$ cat config.mk
export PLATFORM = sky130hd
export DESIGN_NAME = art_timer
export DESIGN_NICKNAME = d
export VERILOG_FILES = /design/src/verilog/art_pkg.sv /design/src/verilog/art_sync.sv /design/src/verilog/art_timer.sv
export SDC_FILE = /design/constraint.sdc
export NUM_CORES = 1
export LEC_CHECK = 0
export BUFFER_PORTS_ARGS = -buffer_cell sky130_fd_sc_hd__buf_2
export CAP_MARGIN = 15
export CELL_PAD_IN_SITES_DETAIL_PLACEMENT = 1
export CELL_PAD_IN_SITES_GLOBAL_PLACEMENT = 1
export CORE_MARGIN = 4
export CORE_UTILIZATION = 44
export CTS_CLUSTER_SIZE = 12
export DETAILED_ROUTE_END_ITERATION = 6
export GPL_TIMING_DRIVEN = 0
export HOLD_SLACK_MARGIN = 0.08
export PLACE_DENSITY_LB_ADDON = 0.3
export SLEW_MARGIN = 20
export SYNTH_ARGS = -nofsm -noshare
export SYNTH_HDL_FRONTEND = slang
export SYNTH_SLANG_ARGS = --single-unit
$ cat constraint.sdc
create_clock -name clk_i -period 5.7 [get_ports clk_i]
set_input_delay 0 -clock clk_i [delete_from_list [all_inputs] [get_ports clk_i]]
set_output_delay 0 -clock clk_i [all_outputs]
set_load 0.1 [all_outputs]
$ cat src/verilog/art_pkg.sv
// constants for the auto-reload / capture timer and its register map
// assumes a classic wishbone slave with 32-bit data, registers in byte 0

package art_pkg;

   localparam int unsigned ART_ADR_W = 8;

   // byte addresses of the word registers
   localparam logic [7:0] ART_A_CTRL   = 8'h00;
   localparam logic [7:0] ART_A_CNT_LO = 8'h04;
   localparam logic [7:0] ART_A_CNT_HI = 8'h08;
   localparam logic [7:0] ART_A_RL_LO  = 8'h0C;
   localparam logic [7:0] ART_A_RL_HI  = 8'h10;
   localparam logic [7:0] ART_A_CKSEL  = 8'h14;
   localparam logic [7:0] ART_A_INTEN  = 8'h18;

   // timer_control_reg fields
   localparam int unsigned ART_B_HOVF  = 7;
   localparam int unsigned ART_B_LOVF  = 6;
   localparam int unsigned ART_B_LIEN  = 5;
   localparam int unsigned ART_B_CAPEN = 4;
   localparam int unsigned ART_B_SPLIT = 3;
   localparam int unsigned ART_B_RUN   = 2;
   localparam int unsigned ART_B_XSEL1 = 1;
   // clock_control_reg fields, then the interrupt enable register field
   localparam int unsigned ART_B_LSYS  = 0;
   localparam int unsigned ART_B_HSYS  = 1;
   localparam int unsigned ART_B_TIE   = 0;

   localparam logic [7:0]  ART_CTRL_RST = 8'h00;
   localparam logic [15:0] ART_CNT_RST  = 16'h0000;
   localparam logic [15:0] ART_RL_RST   = 16'h0000;
   localparam logic [7:0]  ART_BYTE_MAX = 8'hFF;
   localparam logic [15:0] ART_WORD_MAX = 16'hFFFF;

   // external clock select encodings
   localparam logic [1:0] ART_X_DIV12 = 2'h0;
   localparam logic [1:0] ART_X_OSC8  = 2'h1;
   localparam logic [1:0] ART_X_RSVD  = 2'h2;
   localparam logic [1:0] ART_X_CMP   = 2'h3;

   localparam int unsigned ART_SYS_DIV = 12;
   localparam int unsigned ART_OSC_DIV = 8;

endpackage : art_pkg

$ cat src/verilog/art_sync.sv
// three-stage synchroniser for one asynchronous input pin
// assumes the pin is slow compared with clk_i
`timescale 1ns/100ps

module art_sync
   import art_pkg::*;
(
   input  wire logic clk_i,
   input  wire logic rst_i,
   input  wire logic pin_i,
   output logic      level_o,
   output logic      rise_o
);

   logic s1_q;
   logic s2_q;
   logic s3_q;

   always_ff @(posedge clk_i)
   begin
      if (rst_i)
      begin
         s1_q    <= 1'b0;
         s2_q    <= 1'b0;
         s3_q    <= 1'b0;
         level_o <= 1'b0;
         rise_o  <= 1'b0;
      end
      else
      begin
         s1_q   <= pin_i;
         s2_q   <= s1_q;
         s3_q   <= s2_q;
         // a change counts only once two stages agree
         rise_o <= (s2_q == s3_q) && s3_q && !level_o;
         if (s2_q == s3_q)
            level_o <= s3_q;
      end
   end

endmodule : art_sync

$ cat src/verilog/art_timer.sv
// auto-reload / capture timer with a classic wishbone register slave
// assumes oscillator and comparator pins are asynchronous to clk_i
//
// Chosen here: the register addresses and register access over Wishbone.
`timescale 1ns/100ps

module art_timer
   import art_pkg::*;
(
   input  wire logic                 clk_i,
   input  wire logic                 rst_i,
   input  wire logic                 wb_cyc_i,
   input  wire logic                 wb_stb_i,
   input  wire logic                 wb_we_i,
   input  wire logic [ART_ADR_W-1:0] wb_adr_i,
   input  wire logic [3:0]           wb_sel_i,
   input  wire logic [31:0]          wb_dat_i,
   output logic      [31:0]          wb_dat_o,
   output logic                      wb_ack_o,
   input  wire logic                 osc_clk_i,
   input  wire logic                 cmp0_i,
   output logic                      timer_irq_o
);

   logic [7:0]  ctrl_q;
   logic [7:0]  ctrl_d;
   logic [15:0] cnt_q;
   logic [15:0] rl_q;
   logic [1:0]  cksel_q;
   logic        tie_q;
   logic [3:0]  div12_q;
   logic [2:0]  osc8_q;
   logic        tick_div12;
   logic        tick_osc8;
   logic        osc_rise;
   logic        cmp_rise;
   logic        tick_lo;
   logic        tick_hi;
   logic        mode16;
   logic        cap_on;
   logic        cap_evt;
   logic        lo_wrap;
   logic        hi_wrap;
   logic        full_wrap;
   logic        set_h;
   logic        set_l;
   logic        bus_wr;
   logic        wr_ctrl;
   logic        wr_clo;
   logic        wr_chi;
   logic [31:0] rd_d;

   ////////////////////////////////////////////////////////////////////////
   // wishbone slave: ack one cycle after the request, write on ack edge

   always_ff @(posedge clk_i)
   begin
      if (rst_i)
         wb_ack_o <= 1'b0;
      else
         wb_ack_o <= wb_cyc_i && wb_stb_i && !wb_ack_o;
   end

   assign bus_wr  = wb_cyc_i && wb_stb_i && wb_we_i && wb_ack_o
                    && wb_sel_i[0];
   assign wr_ctrl = bus_wr && (wb_adr_i == ART_A_CTRL);
   assign wr_clo  = bus_wr && (wb_adr_i == ART_A_CNT_LO);
   assign wr_chi  = bus_wr && (wb_adr_i == ART_A_CNT_HI);

   always_comb
   begin
      rd_d = 32'h0000_0000;
      case (wb_adr_i)
         ART_A_CTRL:   rd_d[7:0] = ctrl_q;
         ART_A_CNT_LO: rd_d[7:0] = cnt_q[7:0];
         ART_A_CNT_HI: rd_d[7:0] = cnt_q[15:8];
         ART_A_RL_LO:  rd_d[7:0] = rl_q[7:0];
         ART_A_RL_HI:  rd_d[7:0] = rl_q[15:8];
         ART_A_CKSEL:  rd_d[1:0] = cksel_q;
         ART_A_INTEN:  rd_d[0]   = tie_q;
         default:      rd_d      = 32'h0000_0000;
      endcase
   end

   always_ff @(posedge clk_i)
   begin
      if (rst_i)
         wb_dat_o <= 32'h0000_0000;
      else if (wb_cyc_i && wb_stb_i && !wb_ack_o)
         wb_dat_o <= rd_d;
   end

   ////////////////////////////////////////////////////////////////////////
   // clock sources

   art_sync u_osc_sync (
      .clk_i   (clk_i),
      .rst_i   (rst_i),
      .pin_i   (osc_clk_i),
      .level_o (),
      .rise_o  (osc_rise)
   );

   art_sync u_cmp_sync (
      .clk_i   (clk_i),
      .rst_i   (rst_i),
      .pin_i   (cmp0_i),
      .level_o (),
      .rise_o  (cmp_rise)
   );

   always_ff @(posedge clk_i)
   begin
      if (rst_i)
         div12_q <= 4'h0;
      else if (div12_q == 4'(ART_SYS_DIV - 1))
         div12_q <= 4'h0;
      else
         div12_q <= div12_q + 4'h1;
   end

   always_ff @(posedge clk_i)
   begin
      if (rst_i)
         osc8_q <= 3'h0;
      else if (osc_rise)
         osc8_q <= osc8_q + 3'h1;
   end

   assign tick_div12 = (div12_q == 4'(ART_SYS_DIV - 1));
   assign tick_osc8  = osc_rise && (osc8_q == 3'(ART_OSC_DIV - 1));

   function automatic logic pick_tick(input logic       sys,
                                      input logic [1:0] xs,
                                      input logic       d12,
                                      input logic       o8,
                                      input logic       cmp);
      logic t;
      t = 1'b0;
      if (sys)
         t = 1'b1;
      else
         case (xs)
            ART_X_DIV12: t = d12;
            ART_X_OSC8:  t = o8;
            ART_X_CMP:   t = cmp;
            default:     t = 1'b0;
         endcase
      return t;
   endfunction : pick_tick

   assign tick_lo = pick_tick(cksel_q[ART_B_LSYS], ctrl_q[ART_B_XSEL1:0],
                              tick_div12, tick_osc8, cmp_rise);
   assign tick_hi = pick_tick(cksel_q[ART_B_HSYS], ctrl_q[ART_B_XSEL1:0],
                              tick_div12, tick_osc8, cmp_rise);

   ////////////////////////////////////////////////////////////////////////
   // counting, reload and capture

   // capture forces 16-bit counting even if split was left set
   assign cap_on  = ctrl_q[ART_B_CAPEN];
   assign mode16  = cap_on || !ctrl_q[ART_B_SPLIT];
   assign cap_evt = cap_on && (ctrl_q[ART_B_XSEL1] ? cmp_rise
                                                   : tick_osc8);

   always_comb
   begin
      full_wrap = 1'b0;
      lo_wrap   = 1'b0;
      hi_wrap   = 1'b0;
      if (mode16)
      begin
         full_wrap = ctrl_q[ART_B_RUN] && tick_lo
                     && (cnt_q == ART_WORD_MAX);
         lo_wrap   = ctrl_q[ART_B_RUN] && tick_lo
                     && (cnt_q[7:0] == ART_BYTE_MAX);
      end
      else
      begin
         lo_wrap = tick_lo && (cnt_q[7:0] == ART_BYTE_MAX);
         hi_wrap = ctrl_q[ART_B_RUN] && tick_hi
                   && (cnt_q[15:8] == ART_BYTE_MAX);
      end
      set_h = (full_wrap && !cap_on) || hi_wrap || cap_evt;
      set_l = lo_wrap;
   end

   always_ff @(posedge clk_i)
   begin
      if (rst_i)
         cnt_q <= ART_CNT_RST;
      else
      begin
         if (mode16)
         begin
            if (ctrl_q[ART_B_RUN] && tick_lo)
               cnt_q <= (full_wrap && !cap_on) ? rl_q
                                               : cnt_q + 16'h0001;
         end
         else
         begin
            if (tick_lo)
               cnt_q[7:0] <= lo_wrap ? rl_q[7:0]
                                     : cnt_q[7:0] + 8'h01;
            if (ctrl_q[ART_B_RUN] && tick_hi)
               cnt_q[15:8] <= hi_wrap ? rl_q[15:8]
                                      : cnt_q[15:8] + 8'h01;
         end
         if (wr_clo)
            cnt_q[7:0] <= wb_dat_i[7:0];
         if (wr_chi)
            cnt_q[15:8] <= wb_dat_i[7:0];
      end
   end

   always_ff @(posedge clk_i)
   begin
      if (rst_i)
         rl_q <= ART_RL_RST;
      else if (cap_evt)
         rl_q <= cnt_q;
      else if (bus_wr && (wb_adr_i == ART_A_RL_LO))
         rl_q[7:0] <= wb_dat_i[7:0];
      else if (bus_wr && (wb_adr_i == ART_A_RL_HI))
         rl_q[15:8] <= wb_dat_i[7:0];
   end

   ////////////////////////////////////////////////////////////////////////
   // control, flags and interrupt request

   always_comb
   begin
      ctrl_d = wr_ctrl ? wb_dat_i[7:0] : ctrl_q;
      // a hardware set wins over a software clear in the same cycle
      ctrl_d[ART_B_HOVF] = ctrl_d[ART_B_HOVF] || set_h;
      ctrl_d[ART_B_LOVF] = ctrl_d[ART_B_LOVF] || set_l;
   end

   always_ff @(posedge clk_i)
   begin
      if (rst_i)
         ctrl_q <= ART_CTRL_RST;
      else
         ctrl_q <= ctrl_d;
   end

   always_ff @(posedge clk_i)
   begin
      if (rst_i)
      begin
         cksel_q <= 2'h0;
         tie_q   <= 1'b0;
      end
      else
      begin
         if (bus_wr && (wb_adr_i == ART_A_CKSEL))
            cksel_q <= wb_dat_i[1:0];
         if (bus_wr && (wb_adr_i == ART_A_INTEN))
            tie_q <= wb_dat_i[ART_B_TIE];
      end
   end

   // while TIE is set the request follows the high flag, and the low flag only while LIEN is set too; software finds the source itself
   always_ff @(posedge clk_i)
   begin
      if (rst_i)
         timer_irq_o <= 1'b0;
      else
         timer_irq_o <= tie_q && (ctrl_q[ART_B_HOVF]
            || (ctrl_q[ART_B_LIEN] && ctrl_q[ART_B_LOVF]));
   end

   logic cnt_wr;
   assign cnt_wr = wr_clo || wr_chi;
endmodule : art_timer

Word level (Yosys, flattened, before mapping) --
Index checks and enable logic that the tools add are counted.
Word-level totals: word-level logic and storage cells 118, output and inout bits 34, register bits after elaboration 70
Cells by class: eq/ne operators 18, muxes and demuxes 24, reductions and logical operators 48, $add $sub $neg 5
Operators by type and width (number):
- 8-bit 2-to-1 mux | 10
- 16-bit 2-to-1 mux | 4
- 6-bit case mux with 5 select lines | 1
- 1-bit logical AND | 27
- 8-bit by 5-bit == test with 1-bit output (second input constant) | 3
- 16-bit by 1-bit adder with 16-bit output (second input constant) | 1
- 8-bit by 1-bit adder with 8-bit output (second input constant) | 2
- 16-bit == test (second input constant) | 1
- 8-bit by 4-bit == test with 1-bit output (second input constant) | 2
- 8-bit == test (second input constant) | 2
- 8-bit by 3-bit == test with 1-bit output (second input constant) | 1
- 8-bit zero test | 1
- 1-bit case mux with 7 select lines | 1
- 1-bit logical OR | 6
- 1-bit 2-to-1 mux | 6
- 3-bit by 1-bit inequality test with 1-bit output (second input constant) | 2
- 1-bit case mux with 6 select lines | 1
- 2-bit AND reduction | 3
- 3-bit nonzero test | 2
- 1-bit zero test | 5
- 4-bit by 1-bit adder with 4-bit output (second input constant) | 1
- 4-bit == test (second input constant) | 1
- 2-bit nonzero test | 2
- 3-bit by 1-bit adder with 3-bit output (second input constant) | 1
- other kinds (8) | 9

Depth between registers and ports, before layout --
Gate-level depths: netlist of the first run.
depth in word-level cells 12, gate-level depth with buffers 9, mapped depth without buffers 8

Cells and area by module --
Synthesis of the first run repeated with hierarchy kept, for this count alone.
Unflattened totals: cells, all modules 475, area total of the unflattened synthesis 4047.6 um2
By module, submodules not included:
- art_timer | cells each 451, times used 1, seq. area each 1201.2 um2, area an instance 3732.3 um2
- art_sync | cells each 12, times used 2, seq. area each 100.1 um2, area an instance 157.7 um2

Worst setup path after synthesis of the first run --
No wires, ideal clock.
path type register to register, from register wb_ack_o, to register cksel_q[1], setup slack 3.146 ns, buffers on the path 1, setup time 0.128 ns, period minus slack after synthesis 2.554 ns, cell stages (with the launch flop) 8, arrival time 2.427 ns, cell sequence dfxtp_1 -> nand3_1 -> nor2_1 -> clkbuf_1 -> nand3_1 -> nor2_1 -> mux2i_1 -> nor2_1
Between the ends: longest elaborated chain between the ends 3
Ends and longest elaborated chain:
- from (decl) | RTL line art_timer.sv:19 | output logic wb_ack_o,
- from (signal assigned) | RTL line art_timer.sv:61 | wb_ack_o <= wb_cyc_i && wb_stb_i && !wb_ack_o;
- 1-bit logical AND | RTL line art_timer.sv:64 | assign bus_wr = wb_cyc_i && wb_stb_i && wb_we_i && wb_ack_o
- 1-bit logical AND | RTL line art_timer.sv:65 | && wb_sel_i[0];
- 1-bit logical AND | RTL line art_timer.sv:256 | if (bus_wr && (wb_adr_i == ART_A_CKSEL))
- to (signal assigned) | RTL line art_timer.sv:257 | cksel_q <= wb_dat_i[1:0];
- to (decl) | RTL line art_timer.sv:29 | logic [1:0] cksel_q;
No other way between the ends. A chain may end at the register's enable or synchronous reset.

Worst setup path after layout of the first run --
from register cnt_q[1], to register cnt_q[11]
Between the ends: longest elaborated chain between the ends 8, elaborated cells between the ends (all ways) 9
Ends and longest elaborated chain:
- from (decl) | RTL line art_timer.sv:27 | logic [15:0] cnt_q;
- from (signal assigned) | RTL line art_timer.sv:197 | cnt_q <= (full_wrap && !cap_on) ? rl_q
- from (signal assigned) | RTL line art_timer.sv:203 | cnt_q[7:0] <= lo_wrap ? rl_q[7:0]
- from (signal assigned) | RTL line art_timer.sv:210 | cnt_q[7:0] <= wb_dat_i[7:0];
- branches (longest 4 deep; another with 16-bit by 1-bit adder with 16-bit output)
- 16-bit 2-to-1 mux * | RTL line art_timer.sv:197
- 16-bit 2-to-1 mux * | RTL line art_timer.sv:196 | if (ctrl_q[ART_B_RUN] && tick_lo)
- 16-bit 2-to-1 mux * | RTL line art_timer.sv:194 | if (mode16)
- 8-bit 2-to-1 mux * | RTL line art_timer.sv:211 | if (wr_chi)
Mark *: on every way between the ends. The select of a mux whose other input is x is not followed.

==> results_dict.tcl, run 1 <==
set metrics [dict create \
    worst_setup_path_start_kind "register" \
    slew_headroom_pct 36.0 \
    synth_flop_cell "dfxtp_1" \
    avgSynthCellArea_um2 8.24 \
    grt_pass1_vias 4479 \
    status "complete, no violations" \
    port_buffers 30 \
    powerDensity_mw_per_mm2 219 \
    wirelength_um 15200 \
    critical_path_class "reg -> reg" \
    maxCapViolCount 0 \
    clockBufferDepth 2 \
    syn_area_mm2 0.00428 \
    root_buffer "clkbuf_8" \
    ys_seq_area_share_pct 32.8 \
    cp-end-kind "register" \
    syn_inst 519 \
    place_ws_ns 3.06 \
    min_path_type "in -> reg" \
    route.detailed.drc 0 \
    core_area_mm2 0.00937 \
    setup_viol 0 \
    worst_slack_ns 3.00 \
    grt_pass1_wl_um 23900 \
    n_antenna_cell 0 \
    required_ns 5.95 \
    antenna_found_initial 0 \
    die_area_mm2 0.0114 \
    ys_types 64 \
    period_share_pct 47.3 \
    synth_seq_cells 70 \
    ios 85 \
    clk_latency_ns 0.36 \
    synth_edf_count 0 \
    ant_nets 0 \
    final_net_count 654 \
    dr.pass1.iters 4 \
    grtUsageTotal_pct 26.8 \
    clk_pin_slew_worst_paths_ns 0.09 \
    fmax_ghz 0.371 \
    rsz0062_at_grt "no" \
    grt-ovfl-total 0 \
    placed_area_mm2 0.00468 \
    final.setup.tns_ns 0 \
    area_growth_pct 17.0 \
    cts_inserted_buffers 9 \
    hpwl_um 10900 \
    h-tree-depth 3 \
    gp_congestion 0.897 \
    yosysWarnings 0 \
    via_per_inst 5.85 \
    grt_max_degree 14 \
    skew_ns 0.0147 \
    async_flop_share_pct 0 \
    num_vias 4267 \
    fp-row-count 35 \
    hold_viol 0 \
    design_area_mm2 0.00500 \
    die-width_um 107 \
    clock_sinks 70 \
    cts_setup_buffers 0 \
    drive_above_1_share_pct 17.0 \
    start_util_pct 45.6 \
    cp_max_fo 8 \
    worstPathArrival_ns 2.95 \
    ir_worst_vdd_v 0.000157 \
    worstMarginPinSlew_ns 0.958 \
    finalPower_uw 1090 \
    post_drt_wl_per_cell_um 20.8 \
    drtIter0Drc 322 \
    p_leak_uw 0.00200 \
    die_y_um 107 \
    cts_tree "built" \
    period_minus_slack_ns 2.70 \
    drv_slew 0 \
]
-- Yosys cell counts, types with 5 or more instances --
master	n	area, um2
a22oi_1	7	52.6
mux2i_1	36	360
buf_2	8	40.0
o21ai_0	13	65.1
and3_1	5	31.3
inv_1	9	33.8
clkbuf_1	25	93.8
a21oi_1	22	110
xnor2_1	13	114
a211oi_1	15	113
ha_1	7	87.6
dfxtp_1	70	1400
a311oi_1	15	131
nand2_1	41	154
nand3_1	21	105
nor2b_1	7	43.8
xor2_1	8	70.1
nor2_1	70	263
nor3_1	20	100
nor3b_1	6	45.0
nand4_1	7	43.8
buf_4	24	180
-- cell type report --
class	instances	area (um2)
Fill cell	1190	4370
Multi-Input combinational cell	405	2610
Sequential cell	70	1400
Buffer	58	318
Timing Repair Buffer	43	280
Tap cell	129	161
Clock buffer	10	128
Clock inverter	6	70.1
Inverter	9	33.8
-- logic make-up after synthesis --
family | share of synthesized area (%)
fa+ha+maj | 2.05
mux | 9.21
buf+inv | 8.22
flops | 32.8
simple gates | 25.9
other cells | 0.0877
xor+xnor | 4.30
compound gates | 17.5
-- where the power goes --
group / leakage (uW) / switching [uW] / internal (uW) / total [uW]
sequential: 0.000567 / 3.84 / 496 / 499
combinational: 0.00135 / 135 / 36.8 / 172
clock: 0.0000895 / 218 / 205 / 423
-- worst max-delay path: stages, from the launching register on --
cell       delay (ns)
dfxtp_1          0.56
ha_1             0.32
nand3_1          0.27
nor4_2           0.32
o311ai_4         0.26
mux2i_1          0.20
mux2_2           0.31
a2111oi_2        0.35
-- final timing paths --
check                          start                end  slack, ns  cells past startpoint
setup / recovery            cnt_q[1]          cnt_q[11]       3.00                      7
hold / removal           wb_adr_i[0]              tie_q       0.16                      5
setup reg to reg            cnt_q[1]          cnt_q[11]       3.00                      7
hold reg to reg   u_osc_sync.level_o  u_osc_sync.rise_o       0.43                      1
-- cells in the final DEF, fill, tap and decap left out, types with 15 or more instances in the layout --
cell      count
nor3_1       20
nor2_1       70
buf_2        38
a311oi_1     15
nand2_1      41
dfxtp_1      70
a211oi_1     15
mux2i_1      36
clkbuf_1     26
a21oi_1      22
nand3_1      21
conb_1       24
buf_4        24
-- registers in the layout (all words and copies together) (netlist names), 2 cells and up --
signal    cells
wb_dat_o      8
cksel_q       2
div12_q       4
cnt_q        16
ctrl_q        8
osc8_q        3
rl_q         16
-- routing by layer --
layer  vias to the layer above  share of wire [%]  global-route usage [%]
met5                         -                  0                       0
met4                         0                2.0                    8.40
met3                        32                6.0                    4.94
met2                       165                 50                    46.9
met1                      2086                 42                    33.4
li1                       1984                  -                       -
-- timing repair --
action,CTS,global route
gates resized for setup,0,0
hold endpoints to repair,35,0
hold buffers,13,0
-- through the flow --
step           util (%)  cells  hold slack (ns)
4_1_cts            53.4    730            0.160
6_report           53.4    730            0.159
5_1_grt            53.4    730            0.194
3_3_place_gp       49.9    701            0.215
3_5_place_dp       49.9    701            0.224
2_1_floorplan         -    542            0.109
Power figures use the tool's default switching activity.
==> run 2, diff against run 1 <==
--- a/config.mk
+++ b/config.mk
@@ -10,7 +10,7 @@
 export CELL_PAD_IN_SITES_DETAIL_PLACEMENT = 1
 export CELL_PAD_IN_SITES_GLOBAL_PLACEMENT = 1
 export CORE_MARGIN = 4
-export CORE_UTILIZATION = 44
+export CORE_UTILIZATION = 37
 export CTS_CLUSTER_SIZE = 12
 export DETAILED_ROUTE_END_ITERATION = 6
 export GPL_TIMING_DRIVEN = 0
==> constraint.sdc (replaced) <==
create_clock -name clk_i -period 2.4 [get_ports clk_i]
set_input_delay 0 -clock clk_i [delete_from_list [all_inputs] [get_ports clk_i]]
set_output_delay 0 -clock clk_i [all_outputs]
set_load 0.1 [all_outputs]
==> run 2 against run 1 <==
  * Sequential cell count is the same
  * Total power grew to 2.6 times the previous value
  * Cell count grew 1.2%
  * Die area grew 17%
  * Worst setup slack lost 2.9 ns
  * Sequential share of layout area shrank 0.65 points
  * First-iteration DRC count shrank 2.8%
  * Register-to-register slack lost 2.9 ns
  * Routed wire length shrank 3.5%
  * Maximum frequency grew 16%
  * Critical endpoint unchanged
  * Largest cell class unchanged
  * Largest power group is now clock
  * Highest routed layer unchanged
==> results_dict.tcl, run 2 (synthesized netlist as in run 1, its figures left out) <==
set metrics [dict create \
    status "complete, no violations" \
    grt_max_degree 11 \
    period_minus_slack_ns 2.32 \
    drive_above_1_share_pct 19.8 \
    area_growth_pct 20.6 \
    internal_power_uw 2020 \
    clockBufferDepth 2 \
    root_buffer "clkbuf_16" \
    rsz0062_at_grt "yes" \
    worstMarginPinSlew_ns 0.974 \
    cts_tree "built" \
    worstPathArrival_ns 2.55 \
    dr.pass1.iters 4 \
    fin_util_pct 45.4 \
    core_area_mm2 0.0114 \
    final_cell_mix "nor2_1 (70), dfxtp_1 (62), nand2_1 (41)" \
    slew_headroom_pct 34.8 \
    instances_no_fill 739 \
    fmax_ghz 0.431 \
    die_y_um 116 \
    power_switching_uw 828 \
    ios 85 \
    p_leak_uw 0.00206 \
    critical_path_class "reg -> reg" \
    required_ns 2.63 \
    final_common_cell "nor2_1" \
    h-tree-depth 3 \
    final_net_count 650 \
    antenna_found_initial 0 \
    worst_setup_path_start_kind "register" \
    setup_viol 0 \
    grt-ovfl-total 0 \
    grt_pass1_vias 4089 \
    p_sw_share_pct 29.1 \
    pwr-share-comb_pct 14.2 \
    fillers 1390 \
    powerDensity_mw_per_mm2 551 \
    cp_max_fo 6 \
    register_area_mm2 0.00141 \
    drtIter0Drc 313 \
    route.detailed.drc 0 \
    cts_inserted_buffers 9 \
    multiInputGateArea_mm2 0.00268 \
    fp-row-count 39 \
    clk_latency_ns 0.35 \
    worstSetupStartpoint "cnt_q[9]" \
    clock_sinks 70 \
    die-width_um 116 \
    skew_ns 0.00751 \
    reg_top3 "cnt_q x16, rl_q x16" \
    rrSetupSlack_ns 0.08 \
    place_ws_ns -0.314 \
    port_buffers 30 \
    worst_slack_ns 0.0819 \
    final.setup.tns_ns 0 \
    gp_congestion 0.900 \
    ir_worst_vdd_v 0.000547 \
    crit_path_end "cnt_q[11]" \
    finalPower_uw 2840 \
    start_util_pct 37.6 \
    min_path_type "in -> reg" \
    place_inst 715 \
    drv_slew 0 \
    period_share_pct 96.6 \
    ant_nets 0 \
    min-delay-start "wb_adr_i[7]" \
    hold_viol 0 \
    p_clk_share_pct 44.0 \
    grtUsageTotal_pct 22.3 \
    die_area_mm2 0.0133 \
    cp-end-kind "register" \
    post_drt_wl_per_cell_um 19.8 \
    num_vias 4119 \
    p_seq_share_pct 41.9 \
    rr_endpoint "cnt_q[11]" \
    worstRegToRegCells 7 \
    timing.rr.start "cnt_q[9]" \
    hpwl_um 11000 \
    wirelength_um 14700 \
    clk_pin_slew_worst_paths_ns 0.06 \
    grt_pass1_wl_um 22500 \
    maxCapViolCount 0 \
    via_per_inst 5.57 \
    n_antenna_cell 0 \
]
## run 2: what timing repair did
item                                   CTS  global route
endpoints found under the hold margin   35             0
buffers inserted                         1             2
hold buffers                            11             0
pin swaps                                1             1
resized for setup                       11            10
setup endpoints to repair               15            13
## run 2: cell type report
type / count / area share, %
Multi-Input combinational cell: 405 / 52.0
Sequential cell: 70 / 27.4
Buffer: 53 / 5.87
Timing Repair Buffer: 44 / 5.48
Clock buffer: 14 / 5.12
Tap cell: 143 / 3.47
Inverter: 9 / 0.655
Clock inverter: 1 / 0.0970
## run 2: how the worst min path moves through the flow
stage	endpoint	slack (ns)	depth (start not counted)
CTS	wb_dat_o[0]	0.08	4
global placement	u_cmp_sync.s1_q	0.21	2
detailed placement	u_cmp_sync.s1_q	0.22	2
global route	wb_dat_o[0]	0.12	4
finish	wb_dat_o[0]	0.1	4
floorplan	cnt_q[4]	0.11	2
## run 2: routing by layer
layer	part of all wire [%]	GRT usage (%)	wire [um]	vias up
met5	0	0	0	-
met4	2.4	7.43	350	0
met3	6.6	5.54	971	28
met1	42	28.0	6170	1997
met2	49	37.3	7160	114
li1	-	-	-	1980
## run 2: power by group through the flow
stage	Clock [uW]	Sequential [uW]	Combinational [uW]
floorplan	0	1270	260
global placement	0	1210	382
detailed placement	0	1220	386
CTS	1280	1190	400
global route	1330	1190	421
finish	1250	1190	403
## run 2: critical path, cell delays in order (launching register included)
cell and delay, ns:
dfxtp_2 0.40, ha_2 0.25, nand4_1 0.20, nor4_4 0.35
o311ai_4 0.20, mux2i_1 0.16, mux2_2 0.29, a2111oi_2 0.35
## run 2: per-stage QoR
step / instance area (um2) / hold slack [ns]
final: 5160 / 0.0975
after CTS: 5100 / 0.0826
after global routing: 5160 / 0.116
after detailed placement: 4690 / 0.216
after global placement: 4690 / 0.214
after floorplan: 4370 / 0.109
